===== src/spm_pkg.sv =====
// constants and types for the strap sampler and ide pin mux
package spm_pkg;
    // ------------------------------------------------------------
    // strap sampling timing
    // ------------------------------------------------------------
    // cycles after reset release before straps are taken (covers the 3-stage sync)
    localparam logic [2:0] STRAP_WAIT_CYC = 3'h5;
    // ------------------------------------------------------------
    // synchronised pin vector layout
    // ------------------------------------------------------------
    localparam int NPINS = 10;
    localparam int PIN_DMA_ACK_ZERO_N = 0;
    localparam int PIN_DRD = 1;
    localparam int PIN_DWR = 2;
    localparam int PIN_ROM_SELECT_N = 3;
    localparam int PIN_NOWS = 4;
    localparam int PIN_DRQ7 = 5;
    localparam int PIN_DHI0 = 6;
    localparam int PIN_DHI2 = 8;
    // inactive pin levels loaded on reset, so no false change follows release
    localparam logic [NPINS-1:0] PIN_IDLE = 10'h3df;
    // ------------------------------------------------------------
    // bit positions inside sa_hi (sa[23:16])
    // ------------------------------------------------------------
    localparam int SA_CS1 = 0;
    localparam int SA_CS3 = 1;
    localparam int SA_RD = 2;
    localparam int SA_WR = 3;
    localparam int SA_DA_LSB = 4;
    localparam int SA_DACK = 7;
    // ------------------------------------------------------------
    // extended mode encodings and reset values
    // ------------------------------------------------------------
    localparam int NACKS = 7;
    localparam logic [2:0] DACK_CODE_IDLE = 3'h7;
    localparam logic [3:0] DHI_OE_EXT = 4'ha;
    localparam logic [7:0] SA_RST = 8'h00;
    // ------------------------------------------------------------
    // types
    // ------------------------------------------------------------
    typedef enum logic {SPM_SAMPLE, SPM_RUN} spm_state_e;
    typedef struct packed {
        logic pci_3v3;
        logic extended;
        logic rom_en;
        logic test_tristate;
        logic test_nand;
    } spm_straps_s;
    typedef struct packed {
        logic cycle;
        logic cable;
        logic cs1_n;
        logic cs3_n;
        logic [2:0] addr;
        logic dack_n;
        logic rd_n;
        logic wr_n;
    } spm_ide_s;
endpackage


===== src/spm_strap_ide_mux.sv =====
// strap sampling at reset release and ide control routing onto upper isa address pins
module spm_strap_ide_mux
    import spm_pkg::*;
(
    // clock and reset
    input wire logic ref_clk,
    input wire logic sys_rst,
    // strap sensing pins
    input wire logic dma_ack_zero_n_in,
    input wire logic drive_read_strobe_n_in,
    input wire logic drive_write_strobe_n_in,
    input wire logic rom_select_n_in,
    output logic drive_read_strobe_n_out,
    output logic drive_read_strobe_n_oe,
    output logic drive_write_strobe_n_out,
    output logic drive_write_strobe_n_oe,
    output logic rom_select_n_out,
    output logic rom_select_n_oe,
    // dma acknowledge pins (dma_ack_zero_n..2 and dack3,5,6,7)
    output logic [2:0] dack_lo_out,
    output logic [2:0] dack_lo_oe,
    input wire logic [3:0] dack_hi_in,
    output logic [3:0] dack_hi_out,
    output logic [3:0] dack_hi_oe,
    // shared isa pins
    input wire logic nows_n_in,
    input wire logic drq7_in,
    output logic [7:0] sa_hi_out,
    output logic sa_hi_oe,
    // bridge isa and dma side
    input wire logic [7:0] isa_addr_hi,
    input wire logic isa_addr_oe,
    input wire logic [6:0] dma_ack_n,
    output logic nows_to_isa_n,
    output logic drq7_to_isa,
    // extra pci request/grant pairs
    input wire logic [1:0] ext_gnt_n,
    output logic [1:0] ext_req_n,
    // ide controller side
    input wire spm_ide_s ide,
    input wire logic ide_pin_buffer_sel,
    input wire logic [3:0] ide_timing_low,
    output logic cable0_dma_request,
    output logic cable1_dma_request,
    // rom side
    input wire logic rom_cs_n,
    input wire logic [31:0] rom_reg_rdata,
    output logic [31:0] rom_reg_rdata_q,
    // sampled strap status
    output spm_straps_s straps
);
    // ------------------------------------------------------------
    // helpers
    // ------------------------------------------------------------
    // encode one active-low ack of seven onto a 3-bit decoder code
    function automatic logic [2:0] dack_encode(input logic [6:0] acks_n);
        logic [2:0] code;
        code = DACK_CODE_IDLE;
        for (int i = NACKS - 1; i >= 0; i--) begin
            if (!acks_n[i]) begin
                code = 3'(i);
            end
        end
        return code;
    endfunction

    // ------------------------------------------------------------
    // pin synchronisers
    // ------------------------------------------------------------
    logic [NPINS-1:0] pin_raw; // asynchronous pin levels
    logic [NPINS-1:0] sync1_r, sync2_r, sync3_r; // three-stage chain
    logic [NPINS-1:0] pin_q_r, pin_q_nxt; // filtered level
    assign pin_raw = {dack_hi_in, drq7_in, nows_n_in, rom_select_n_in,
                      drive_write_strobe_n_in, drive_read_strobe_n_in, dma_ack_zero_n_in};

    // a change is accepted once stages two and three agree
    always_comb begin
        for (int i = 0; i < NPINS; i++) begin
            pin_q_nxt[i] = (sync2_r[i] == sync3_r[i]) ? sync3_r[i] : pin_q_r[i];
        end
    end

    // sync registers
    always_ff @(posedge ref_clk or posedge sys_rst) begin
        if (sys_rst) begin
            sync1_r <= PIN_IDLE;
            sync2_r <= PIN_IDLE;
            sync3_r <= PIN_IDLE;
            pin_q_r <= PIN_IDLE;
        end else begin
            sync1_r <= pin_raw;
            sync2_r <= sync1_r;
            sync3_r <= sync2_r;
            pin_q_r <= pin_q_nxt;
        end
    end

    // ------------------------------------------------------------
    // strap sampling state
    // ------------------------------------------------------------
    spm_state_e state_r, state_nxt; // sampling or running
    logic [2:0] wait_r, wait_nxt; // settle counter
    spm_straps_s straps_r, straps_nxt; // latched options

    // wait for the sync chain, then capture once
    always_comb begin
        state_nxt = state_r;
        wait_nxt = wait_r;
        straps_nxt = straps_r;
        case (state_r)
            SPM_SAMPLE: begin
                if (wait_r == STRAP_WAIT_CYC) begin
                    state_nxt = SPM_RUN;
                    straps_nxt.pci_3v3 = !pin_q_r[PIN_DMA_ACK_ZERO_N];
                    straps_nxt.extended = pin_q_r[PIN_DRD] && !pin_q_r[PIN_DWR];
                    straps_nxt.rom_en = pin_q_r[PIN_ROM_SELECT_N];
                    straps_nxt.test_tristate = pin_q_r[PIN_DWR] && !pin_q_r[PIN_DRD];
                    straps_nxt.test_nand = pin_q_r[PIN_DWR] && pin_q_r[PIN_DRD];
                end else begin
                    wait_nxt = wait_r + 3'h1;
                end
            end
            SPM_RUN: begin
                // held until the next hard reset
                state_nxt = SPM_RUN;
            end
            default: begin
                state_nxt = SPM_SAMPLE;
            end
        endcase
    end

    // strap registers
    always_ff @(posedge ref_clk or posedge sys_rst) begin
        if (sys_rst) begin
            state_r <= SPM_SAMPLE;
            wait_r <= 3'h0;
            straps_r <= '0;
        end else begin
            state_r <= state_nxt;
            wait_r <= wait_nxt;
            straps_r <= straps_nxt;
        end
    end

    // ------------------------------------------------------------
    // pin routing
    // ------------------------------------------------------------
    logic run, active, buffered, nows_as_drq, nand_tree; // mode terms
    logic [7:0] sa_nxt;
    logic sa_oe_nxt, drd_nxt, dwr_nxt, pins_oe_nxt, rom_out_nxt, rom_oe_nxt;
    logic [2:0] dlo_nxt;
    logic [3:0] dhi_nxt, dhi_oe_nxt;
    logic [1:0] req_nxt;
    logic c0_nxt, c1_nxt, nows_isa_nxt, drq7_isa_nxt;
    logic [31:0] rom_rd_nxt;
    assign run = (state_r == SPM_RUN);
    assign active = run && !straps_r.test_tristate && !straps_r.test_nand;
    assign buffered = ide_pin_buffer_sel;
    assign nows_as_drq = |ide_timing_low;
    // every synced pin except rom_select_n feeds the tree
    assign nand_tree = !(&(pin_q_r | (NPINS'(1) << PIN_ROM_SELECT_N)));

    // output mux for all driven pins
    always_comb begin
        // sa lines carry isa address outside ide cycles
        sa_nxt = isa_addr_hi;
        if (ide.cycle) begin
            sa_nxt[SA_CS1] = ide.cs1_n;
            sa_nxt[SA_CS3] = ide.cs3_n;
            sa_nxt[SA_DA_LSB +: 3] = ide.addr;
            sa_nxt[SA_DACK] = ide.dack_n;
            if (buffered) begin
                sa_nxt[SA_RD] = ide.rd_n;
                sa_nxt[SA_WR] = ide.wr_n;
            end
        end
        sa_oe_nxt = active && (isa_addr_oe || ide.cycle);
        // dedicated pins: buffer enables or strobes
        if (buffered) begin
            drd_nxt = !(ide.cycle && !ide.cable);
            dwr_nxt = !(ide.cycle && ide.cable);
        end else begin
            drd_nxt = ide.cycle ? ide.rd_n : 1'b1;
            dwr_nxt = ide.cycle ? ide.wr_n : 1'b1;
        end
        // pins float while sampling and in either test mode
        pins_oe_nxt = active;
        // dma ack pins: plain or encoded with freed req/gnt
        if (straps_r.extended) begin
            dlo_nxt = dack_encode(dma_ack_n);
            dhi_nxt = {ext_gnt_n[1], 1'b1, ext_gnt_n[0], 1'b1};
            dhi_oe_nxt = active ? DHI_OE_EXT : 4'h0;
            req_nxt = {pin_q_r[PIN_DHI2], pin_q_r[PIN_DHI0]};
        end else begin
            dlo_nxt = dma_ack_n[2:0];
            dhi_nxt = dma_ack_n[6:3];
            dhi_oe_nxt = {4{active}};
            req_nxt = 2'h3;
        end
        // rom select or nand tree output
        if (run && straps_r.test_nand) begin
            rom_out_nxt = nand_tree;
            rom_oe_nxt = 1'b1;
        end else begin
            rom_out_nxt = straps_r.rom_en ? rom_cs_n : 1'b1;
            rom_oe_nxt = active && straps_r.rom_en;
        end
        rom_rd_nxt = straps_r.rom_en ? rom_reg_rdata : 32'h0000_0000;
        // drive dma request inputs taken from isa pins
        c0_nxt = nows_as_drq && pin_q_r[PIN_NOWS];
        nows_isa_nxt = nows_as_drq ? 1'b1 : pin_q_r[PIN_NOWS];
        c1_nxt = buffered && pin_q_r[PIN_DRQ7];
        drq7_isa_nxt = buffered ? 1'b0 : pin_q_r[PIN_DRQ7];
    end

    // output registers
    always_ff @(posedge ref_clk or posedge sys_rst) begin
        if (sys_rst) begin
            sa_hi_out <= SA_RST;
            sa_hi_oe <= 1'b0;
            drive_read_strobe_n_out <= 1'b1;
            drive_write_strobe_n_out <= 1'b1;
            drive_read_strobe_n_oe <= 1'b0;
            drive_write_strobe_n_oe <= 1'b0;
            dack_lo_out <= DACK_CODE_IDLE;
            dack_lo_oe <= 3'h0;
            dack_hi_out <= 4'hf;
            dack_hi_oe <= 4'h0;
            ext_req_n <= 2'h3;
            rom_select_n_out <= 1'b1;
            rom_select_n_oe <= 1'b0;
            rom_reg_rdata_q <= 32'h0000_0000;
            cable0_dma_request <= 1'b0;
            cable1_dma_request <= 1'b0;
            nows_to_isa_n <= 1'b1;
            drq7_to_isa <= 1'b0;
            straps <= '0;
        end else begin
            sa_hi_out <= sa_nxt;
            sa_hi_oe <= sa_oe_nxt;
            drive_read_strobe_n_out <= drd_nxt;
            drive_write_strobe_n_out <= dwr_nxt;
            drive_read_strobe_n_oe <= pins_oe_nxt;
            drive_write_strobe_n_oe <= pins_oe_nxt;
            dack_lo_out <= dlo_nxt;
            dack_lo_oe <= {3{pins_oe_nxt}};
            dack_hi_out <= dhi_nxt;
            dack_hi_oe <= dhi_oe_nxt;
            ext_req_n <= req_nxt;
            rom_select_n_out <= rom_out_nxt;
            rom_select_n_oe <= rom_oe_nxt;
            rom_reg_rdata_q <= rom_rd_nxt;
            cable0_dma_request <= c0_nxt;
            cable1_dma_request <= c1_nxt;
            nows_to_isa_n <= nows_isa_nxt;
            drq7_to_isa <= drq7_isa_nxt;
            straps <= straps_r;
        end
    end
endmodule


===== config.mk =====
export PLATFORM = sky130hd
export DESIGN_NAME = spm_strap_ide_mux
export DESIGN_NICKNAME = d
export VERILOG_FILES = /design/src/spm_pkg.sv /design/src/spm_strap_ide_mux.sv
export SDC_FILE = /design/constraint.sdc
export NUM_CORES = 1
export LEC_CHECK = 0
export BUFFER_PORTS_ARGS = -buffer_cell sky130_fd_sc_hd__buf_4
export CELL_PAD_IN_SITES_DETAIL_PLACEMENT = 1
export CELL_PAD_IN_SITES_GLOBAL_PLACEMENT = 1
export CORE_ASPECT_RATIO = 0.7
export CORE_MARGIN = 2
export CORE_UTILIZATION = 38
export CTS_CLUSTER_DIAMETER = 80
export DETAILED_ROUTE_END_ITERATION = 16
export PLACE_DENSITY_LB_ADDON = 0.1
export SYNTH_ARGS = -nofsm -noshare
export SYNTH_HDL_FRONTEND = slang
export SYNTH_SLANG_ARGS = --single-unit

===== constraint.sdc =====
create_clock -name ref_clk -period 4.7 [get_ports ref_clk]
set_clock_uncertainty 0.15 [all_clocks]
set_input_delay 0.235 -clock ref_clk [delete_from_list [all_inputs] [get_ports ref_clk]]
set_output_delay 0.235 -clock ref_clk [all_outputs]
set_load 0.05 [all_outputs]

After elaboration in Yosys (flattened, before gate mapping)
Cells that the tools add are included.
{"block": "totals", "out_inout_bits": 72, "input_bits": 78, "ff_bits": 118, "elab_cells": 108}
{"block": "classes", "n_bitwise": 2, "addsub": 1, "n_reduce_logical": 26, "n_mux": 26, "eq_ne": 11}
{"cell": "32-bit 2-to-1 mux", "count": 1}
{"cell": "3-bit 2-to-1 mux", "count": 7}
{"cell": "1-bit logical AND", "count": 12}
{"cell": "4-bit 2-to-1 mux", "count": 3}
{"cell": "1-bit 2-to-1 mux", "count": 11}
{"cell": "1-bit == test", "count": 10}
{"cell": "1-bit logical NOT", "count": 9}
{"cell": "9-bit AND reduction", "count": 1}
{"cell": "8-bit 2-to-1 mux", "count": 1}
{"cell": "2-bit 2-to-1 mux", "count": 2}
{"cell": "2-bit AND reduction", "count": 2}
{"cell": "4-bit OR reduction", "count": 1}
{"cell": "3-bit by 1-bit adder with 3-bit output (second input constant)", "count": 1}
{"cell": "3-bit == test (second input constant)", "count": 1}
{"cell": "1-bit NOT", "count": 2}
{"cell": "1-bit one-hot mux with 2 select lines", "count": 1}
{"cell": "1-bit logical OR", "count": 1}

Longest topological paths before layout
Gate-level depths: netlist of the first run.
{"block": "depth", "depth_word": 8, "depth_mapped": 5, "depth_no_buf": 5}

Worst setup path before layout of the first run
OpenSTA, ideal clock, no wires.
{"block": "synth_path", "path_kind": "reg2out", "from": "register dack_hi_oe[1]", "to": "output port dack_hi_oe[1]", "t_required_ps": 4315, "n_path_buf": 1, "slack_ps": 3337, "path_stages_with_launch": 2, "t_arrival_ps": 978, "cell_sequence": "dfrtp_1 -> buf_4"}
{"item": "start: declaration", "line": "spm_strap_ide_mux.sv:24", "text": "output logic [3:0] dack_hi_oe,"}
{"item": "start signal: assignment", "line": "spm_strap_ide_mux.sv:249", "text": "dack_hi_oe <= dhi_oe_nxt;"}
No word-level cell between the ends.

Final worst setup path of the first run
{"block": "layout_path", "from": "input port ide[9] (netlist name)", "to": "register sa_hi_out[3]"}
{"block": "layout_between", "elab_chain_len": 1}
{"item": "start: declaration", "line": "spm_strap_ide_mux.sv:40", "text": "input wire spm_ide_s ide,"}
{"item": "8-bit 2-to-1 mux", "line": "spm_strap_ide_mux.sv:168", "text": "if (ide.cycle) begin"}
{"item": "named net sa_nxt[3]", "line": "spm_strap_ide_mux.sv:150", "text": "logic [7:0] sa_nxt;"}
{"item": "end signal: assignment", "line": "spm_strap_ide_mux.sv:240", "text": "sa_hi_out <= sa_nxt;"}
{"item": "end: declaration", "line": "spm_strap_ide_mux.sv:28", "text": "output logic [7:0] sa_hi_out,"}
The timed path passes the listed nets, and every way through them passes these cells.
A chain may end at the register's enable or synchronous reset.

==> results of run 1 <==
==> power by group through the flow <==
| stage | logic, mW | clock network, mW | registers (mW) |
|---|---|---|---|
| 2_1_floorplan | 0.107 | 0 | 1.27 |
| 3_5_place_dp | 0.397 | 0 | 1.13 |
| 4_1_cts | 0.456 | 1.41 | 1.11 |
| 5_1_grt | 0.485 | 1.47 | 1.12 |
| 3_3_place_gp | 0.393 | 0 | 1.12 |
| 6_report | 0.459 | 1.39 | 1.11 |
==> layout by cell type (no fill, tap or decap), drive strengths merged <==
cell / Yosys / routed
buf: 9 / 150
dlygate4sd3: 0 / 79
dfrtp: 65 / 65
dfstp: 49 / 49
and2: 34 / 34
clkbuf: 3 / 21
nand2: 12 / 12
mux2: 11 / 11
maj3: 10 / 10
o21ai: 8 / 8
nand2b: 6 / 6
clkinv: 0 / 5
bufinv: 0 / 5
inv: 5 / 5
nor2b: 4 / 4
nand3: 3 / 3
or2: 2 / 2
a21boi: 2 / 2
o21a: 2 / 2
nor4: 2 / 2
ha: 2 / 2
a21oi: 2 / 2
xor2: 1 / 1
nor2: 1 / 1
a41oi: 1 / 1
nor3b: 1 / 1
nand4: 1 / 1
a31oi: 1 / 1
nand3b: 1 / 1
xnor2: 1 / 1
clkinvlp: 0 / 1
==> worst reg2reg max path: stages (launching register included) <==
cell	delay [ns]
sky130_fd_sc_hd__dfrtp_1	0.59
sky130_fd_sc_hd__mux2_2	0.38
sky130_fd_sc_hd__dlygate4sd3_1	0.57
==> sequential cells by signal (all words and copies together), names as in the netlist, 2 cells and up <==
signal and flops:
sync3_r 10, sa_hi_out 8, dack_lo_out 3, sync1_r 10, dack_hi_out 4, rom_reg_rdata_q 32
straps 5, ext_req_n 2, straps_r 5, wait_r 3, sync2_r 10, pin_q_r 10
dack_hi_oe 2
==> final cells by class <==
| cell class | count | area [sq um] | share of cell area, % |
|---|---|---|---|
| Multi-Input combinational cell | 108 | 772.0 | 12.01 |
| Clock inverter | 11 | 182.7 | 2.842 |
| Timing Repair Buffer | 229 | 1917 | 29.82 |
| Inverter | 5 | 21.27 | 0.3309 |
| Sequential cell | 114 | 2914 | 45.34 |
| Clock buffer | 21 | 460.4 | 7.164 |
| Tap cell | 128 | 160.2 | 2.492 |
==> worst max-delay path by stage <==
stage             from            endpoint  depth (start not counted)
2_1_floorplan  sys_rst  cable0_dma_request                          1
3_3_place_gp   sys_rst          sync1_r[0]                          3
3_5_place_dp   sys_rst          sync1_r[0]                          3
4_1_cts         ide[9]        sa_hi_out[3]                          5
5_1_grt        sys_rst          sync1_r[0]                          4
6_report        ide[9]        sa_hi_out[3]                          5
==> cell families (layout without fill, tap and decap cells) <==
group	count (synthesis)	in the layout	share of synthesized area [%]
DFF	114	114	77.07
AOI/OAI and AO/OA	16	16	2.614
muxes	11	11	3.375
and+or+nand+nor	67	67	10.65
adders and majority gates	12	12	3.309
buffers and inverters	17	266	2.515
xor gates and xnor gates	2	2	0.4634
==> stage by stage <==
step           setup slack [ns]  cell area [sq um]
2_1_floorplan             1.380               3781
3_3_place_gp              2.991               4994
3_5_place_dp              2.993               4994
4_1_cts                   2.850               6427
5_1_grt                   2.677               6427
6_report                  2.866               6427
==> metal layers <==
metal | part of all wire (%) | up-vias
met2 | 51 | 108
met4 | 1.1 | 0
li1 | - | 1245
met5 | 0 | -
met3 | 8.4 | 9
met1 | 39 | 1313
==> flow_summary_export.csv, run 1 <==
group,metric,value,unit
outcome,status,"completed",
synth,yosys.area.top_type,"sky130_fd_sc_hd__dfrtp_1",
worst_setup_path,critical_path.slowest_cell,"sky130_fd_sc_hd__dlygate4sd3_1",
timing,timing.final.max_slew_violations,0,
synth,netlist_instances,239,
pwr,report.power.total,2.959,mW
clock_network,clkLatencyLatePin,0.39,ns
clock_network,cts.sink_count,114,
pwr,p_seq_share,37.7,%
grt,met3_usage,9.162,%
grt,met2_grt_util,36.06,%
final_layout,layout.filler_cells,932,
synth,ys_ff_latch,114,
drt,dr_total_vias,2675,
worst_setup_path,timing.rr.end,"dack_hi_out[1]",
synth,synth_edf_count,0,
drt,drt_pass1_iterations,4,
worst_setup_path,delay_of_the_slowest_cell_on_the_worst_path,0.57,ns
floorplan,chipHeight,87.46,microns
worst_setup_path,r2r_slack,2.94,ns
worst_setup_path,crit_end_category,"register",
floorplan,die_width,123.2,microns
clock_network,cts_hold_repair.buffers,79,
worst_setup_path,path_common_cell,"sky130_fd_sc_hd__dlygate4sd3_1",
worst_hold_path,min_path_cells,0,
final_layout,design.final.nets,555,
floorplan,floorplan.initialDensity,39.04,%
synth,synth.distinct_cells,32,
synth,synthFlopType,"sky130_fd_sc_hd__dfrtp_1",
floorplan,fp.coreArea,9684,sq um
pwr,leakage,2.992,nW
synth,synthMostInstantiatedCell,"sky130_fd_sc_hd__dfrtp_1",
placed_design,placement.io_buffers,149,
drt,via_per_inst,4.343,
pwr,p_comb_share,15.5,%
synth,post_syn_area,3781,sq um
timing,final.setup.tns,0,ns
synth,synth.top_cells.by_count,"65 x sky130_fd_sc_hd__dfrtp_1, 49 x sky130_fd_sc_hd__dfstp_2, 34 x sky130_fd_sc_hd__and2_1",
grt,grt_max_degree,83,
drt,drt_iter0_drc,69,
pwr,intPower,2.220,mW
worst_setup_path,r2r_cells,2,
synth,synth.avg_cell_area,15.82,sq um
worst_setup_path,timing.critical_path.cells,"dlygate4sd3_1 -> buf_4 -> nand2_1 -> mux2_1 -> dlygate4sd3_1",
worst_setup_path,critPathBufInv,3,
worst_setup_path,timing.critical_path.fanout_max,10,
worst_setup_path,crit_arrival,1.96,ns
clock_network,clock_h_tree_levels,4,
worst_setup_path,top_delay_family_on_crit_path,"buffers and inverters",
clock_network,post_cts.resized_instances,0,
worst_hold_path,worstHoldPathType,"reg -> reg",
final_layout,drive_gt1_share,48.36,%
synth,synth_fp_nets,319,
floorplan,design.die.area,10780,sq um
grt,first_global_vias,3164,
final_layout,synth_to_final_area_change,69.99,%
timing,fmax,0.5452,GHz
clock_network,cts_max_path_buffers,2,
synth,sequential_to_total_area_share_from_yosys_stat,77.07,%
worst_setup_path,critical_path_required,4.82,ns
worst_setup_path,worstSetupPathType,"in -> reg",
grt,top_usage_layer,"met2",
clock_network,cts_tree,"yes",
timing,slew-limit-headroom,33.27,%
synth,count_of_warnings_emitted_by_yosys,0,
clock_network,cts-root-buf,"sky130_fd_sc_hd__clkbuf_16",
timing,finalSetupViolations,0,
pwr,power_switching_share,24.97,%
clock_network,clkTransAtPathRegs,0.05,ns
worst_hold_path,hold_start,"sync1_r[0]",
pwr,p_switching,738.9,uW
final_layout,layoutNonFillerInstCount,616,
pwr,peakVddDrop,245.3,uV
grt,grt.total_usage,20.98,%
synth,postSynth.asyncResetShare,100.0,%
synth,post-synth-top-area-fraction,43.02,%
drt,wirelength,10260,microns
floorplan,boundaryPins,150,
placed_design,detailedPlacementHpwl,5563,microns
timing,hold_slack,0.1995,ns
final_layout,final_core_util,66.37,%
synth,synth_top_cells_by_area,"sky130_fd_sc_hd__dfrtp_1 43%, sky130_fd_sc_hd__dfstp_2 34%, sky130_fd_sc_hd__and2_1 5.6%",
timing,finalHoldViolations,0,
timing,period_share,39.03,%
grt,grt_antenna_before_repair,0,
drt,drcViolationCount,0,
worst_setup_path,r2r_start,"straps_r[3]",
timing,final_period_minus_worst_setup_slack,1.834,ns
run,drv_cap,0,
timing,timing_worst_slew_pin_value,1.001,ns
grt,grt.overflow.total,0,
drt,drtAntennaViolNets,0,
grt,global_route.usage.met1,23.39,%
placed_design,place_congestion,0.6407,
placed_design,dp.cells,505,
worst_setup_path,timing.critical_path.from_type,"input pin",
pwr,power.clock.fraction,46.8,%
drt,drt-wirelength-per-cell,16.66,microns
grt,grt_pass1_wl,16350,microns
clock_network,clock_buffer_count_from_cts,17,
floorplan,floorplan.rows,30,
final_layout,antenna_cells_inserted,0,
pwr,power_density,460.4,nW/um^2
worst_hold_path,min_delay_endpoint,"sync2_r[0]",
clock_network,cts_post_setup_buffers_inserted,0,
timing,rsz0062_at_grt,"no",
(Power assumes the default switching activity.)
==> inputs of run 2 (changes only) <==
- clock period: 4.7 -> 1.9 ns (I/O delays scaled with it)
==> run 2 against run 1 <==
Compared with the run above: sequential share of layout area increased by 0.097 points; routed wire length decreased by 2.9%; critical path depth decreased by 3; die area unchanged; sequential power increased by 150%; clock-buffer cell count increased by 8; via count decreased by 0.15%; largest power group unchanged; highest routed layer unchanged.
==> flow_summary_export.csv, run 2 (same netlist as run 1, synthesis figures left out) <==
group,metric,value,unit
drt,wirelength,9961,microns
placed_design,place_ws,0.4466,ns
worst_setup_path,critical_path.slowest_cell,"sky130_fd_sc_hd__dfrtp_1",
timing,finalHoldViolations,0,
drt,drt-wirelength-per-cell,16.09,microns
worst_hold_path,worstHoldPathType,"in -> reg",
clock_network,cts_tree,"yes",
worst_setup_path,critPathBufInv,1,
timing,finalSetupViolations,0,
clock_network,cts.sink_count,114,
outcome,status,"completed",
clock_network,clock_buffer_count_from_cts,17,
final_layout,layout.filler_cells,894,
final_layout,mostFrequentLayoutCell,"sky130_fd_sc_hd__buf_4",
pwr,power_density,1088,nW/um^2
timing,final_period_minus_worst_setup_slack,1.765,ns
worst_setup_path,timing.critical_path.cells,"mux2_2 -> dlygate4sd3_1",
pwr,power_switching_share,25.58,%
pwr,peakVddDrop,608.3,uV
final_layout,synth_to_final_area_change,69.62,%
pwr,p_comb_share,16.5,%
pwr,intPower,5.191,mW
drt,drtAntennaViolNets,0,
final_layout,max_ffs_per_register,32,
grt,grt.total_usage,20.45,%
drt,drt_iter0_drc,64,
floorplan,chipHeight,87.46,microns
placed_design,placement.io_buffers,149,
worst_setup_path,worst_setup_path_startpoint,"straps_r[3]",
pwr,p_switching,1.784,mW
timing,fmax,0.5667,GHz
grt,grt_pass1_wl,15700,microns
worst_setup_path,top_delay_family_on_crit_path,"flip-flops",
floorplan,floorplan.initialDensity,39.04,%
placed_design,detailedPlacementHpwl,5395,microns
floorplan,boundaryPins,150,
worst_setup_path,timing.critical_path.from_type,"register",
timing,rsz0062_at_grt,"no",
grt,grt_antenna_before_repair,0,
worst_setup_path,delay_of_the_slowest_cell_on_the_worst_path,0.59,ns
clock_network,cts-root-buf,"sky130_fd_sc_hd__clkbuf_16",
run,drv_cap,0,
drt,via_per_inst,4.315,
worst_hold_path,min_path_cells,2,
timing,final.setup.tns,0,ns
worst_setup_path,crit_arrival,1.94,ns
grt,grt.overflow.total,0,
floorplan,die_width,123.2,microns
placed_design,place_congestion,0.6973,
worst_setup_path,r2r_cells,2,
final_layout,largest_register,"rom_reg_rdata_q",
clock_network,clock_h_tree_levels,4,
clock_network,clkTransAtPathRegs,0.05,ns
pwr,power.clock.fraction,44.1,%
worst_setup_path,r2r_slack,0.14,ns
grt,grt_max_degree,72,
drt,drt_pass1_iterations,4,
drt,drcViolationCount,0,
pwr,p_seq_share,39.3,%
final_layout,drive_gt1_share,48.07,%
clock_network,cts_post_setup_buffers_inserted,0,
floorplan,fp.coreArea,9684,sq um
worst_setup_path,path_depth,2,
worst_setup_path,crit_end_category,"register",
worst_setup_path,endpoint,"dack_hi_out[1]",
timing,timing.final.max_slew_violations,0,
clock_network,cts_max_path_buffers,2,
worst_setup_path,r2r_start,"straps_r[3]",
final_layout,design.final.nets,558,
worst_setup_path,timing.critical_path.fanout_max,13,
worst_setup_path,critical_path_required,2.08,ns
worst_setup_path,timing.rr.end,"dack_hi_out[1]",
clock_network,clkLatencyLatePin,0.41,ns
timing,timing_worst_slew_pin_value,0.5251,ns
drt,dr_total_vias,2671,
timing,finalWorstSetupSlack,0.1353,ns
floorplan,floorplan.rows,30,
grt,first_global_vias,2988,
timing,slew-limit-headroom,64.99,%
worst_setup_path,worstSetupPathType,"reg -> reg",
final_layout,layout_common_cells,"151 x sky130_fd_sc_hd__buf_4, 80 x sky130_fd_sc_hd__dlygate4sd3_1, 65 x sky130_fd_sc_hd__dfrtp_1",
clock_network,cts_hold_repair.buffers,80,
timing,period_share,92.88,%
final_layout,antenna_cells_inserted,0,
clock_network,post_cts.resized_instances,0,
pwr,leakage,2.983,nW
floorplan,design.die.area,10780,sq um
-- run 2: power by group through the flow --
stage | clock (mW) | sequential, mW | combinational (mW)
global placement | 0 | 2.77 | 0.987
CTS | 3.16 | 2.74 | 1.15
finish | 3.08 | 2.74 | 1.15
detailed placement | 0 | 2.78 | 0.999
floorplan | 0 | 3.14 | 0.265
global route | 3.29 | 2.76 | 1.22
-- run 2: through the flow --
stage | cell area (sq um) | instances | utilization [%] | total power, mW | hold WS [ns]
after CTS | 6414 | 619 | 66.23 | 7.044 | 0.1777
final | 6414 | 619 | 66.23 | 6.975 | 0.1875
after floorplan | 3785 | 239 | - | 3.403 | -0.05052
after global routing | 6414 | 619 | 66.23 | 7.273 | 0.1857
after detailed placement | 5022 | 507 | 51.86 | 3.776 | 0.05492
after global placement | 5022 | 507 | 51.86 | 3.756 | 0.05411
-- run 2: how the worst min path moves through the flow --
stage,start,endpoint,slack [ns]
detailed placement,dack_hi_in[0],sync1_r[6],0.05
floorplan,dma_ack_zero_n_in,sync1_r[0],-0.05
finish,nows_n_in,sync1_r[4],0.19
global route,nows_n_in,sync1_r[4],0.19
CTS,nows_n_in,sync1_r[4],0.18
global placement,dack_hi_in[1],sync1_r[7],0.05
-- run 2: layout make-up --
type | count | area [sq um] | area share, %
clock buffers | 29 | 550.5 | 8.584
clock inverters | 3 | 40.04 | 0.6243
inverters | 5 | 22.52 | 0.3512
multi-input cells | 108 | 772.0 | 12.04
flip-flops and latches | 114 | 2914 | 45.43
well taps | 128 | 160.2 | 2.497
repair buffers | 232 | 1954 | 30.47
-- run 2: routing by layer --
layer,track usage (%),vias to the layer above,wire (microns)
li1,-,1251,-
met1,21.70,1298,3830
met2,34.97,107,5091
met3,9.555,15,897
met4,8.988,0,142
met5,0,-,0
-- run 2: worst reg2reg max path, delay by kind of cell (launching register included) --
family,cells,cell delay [ns]
buf+inv,1,0.57
flops,1,0.59
mux,1,0.38
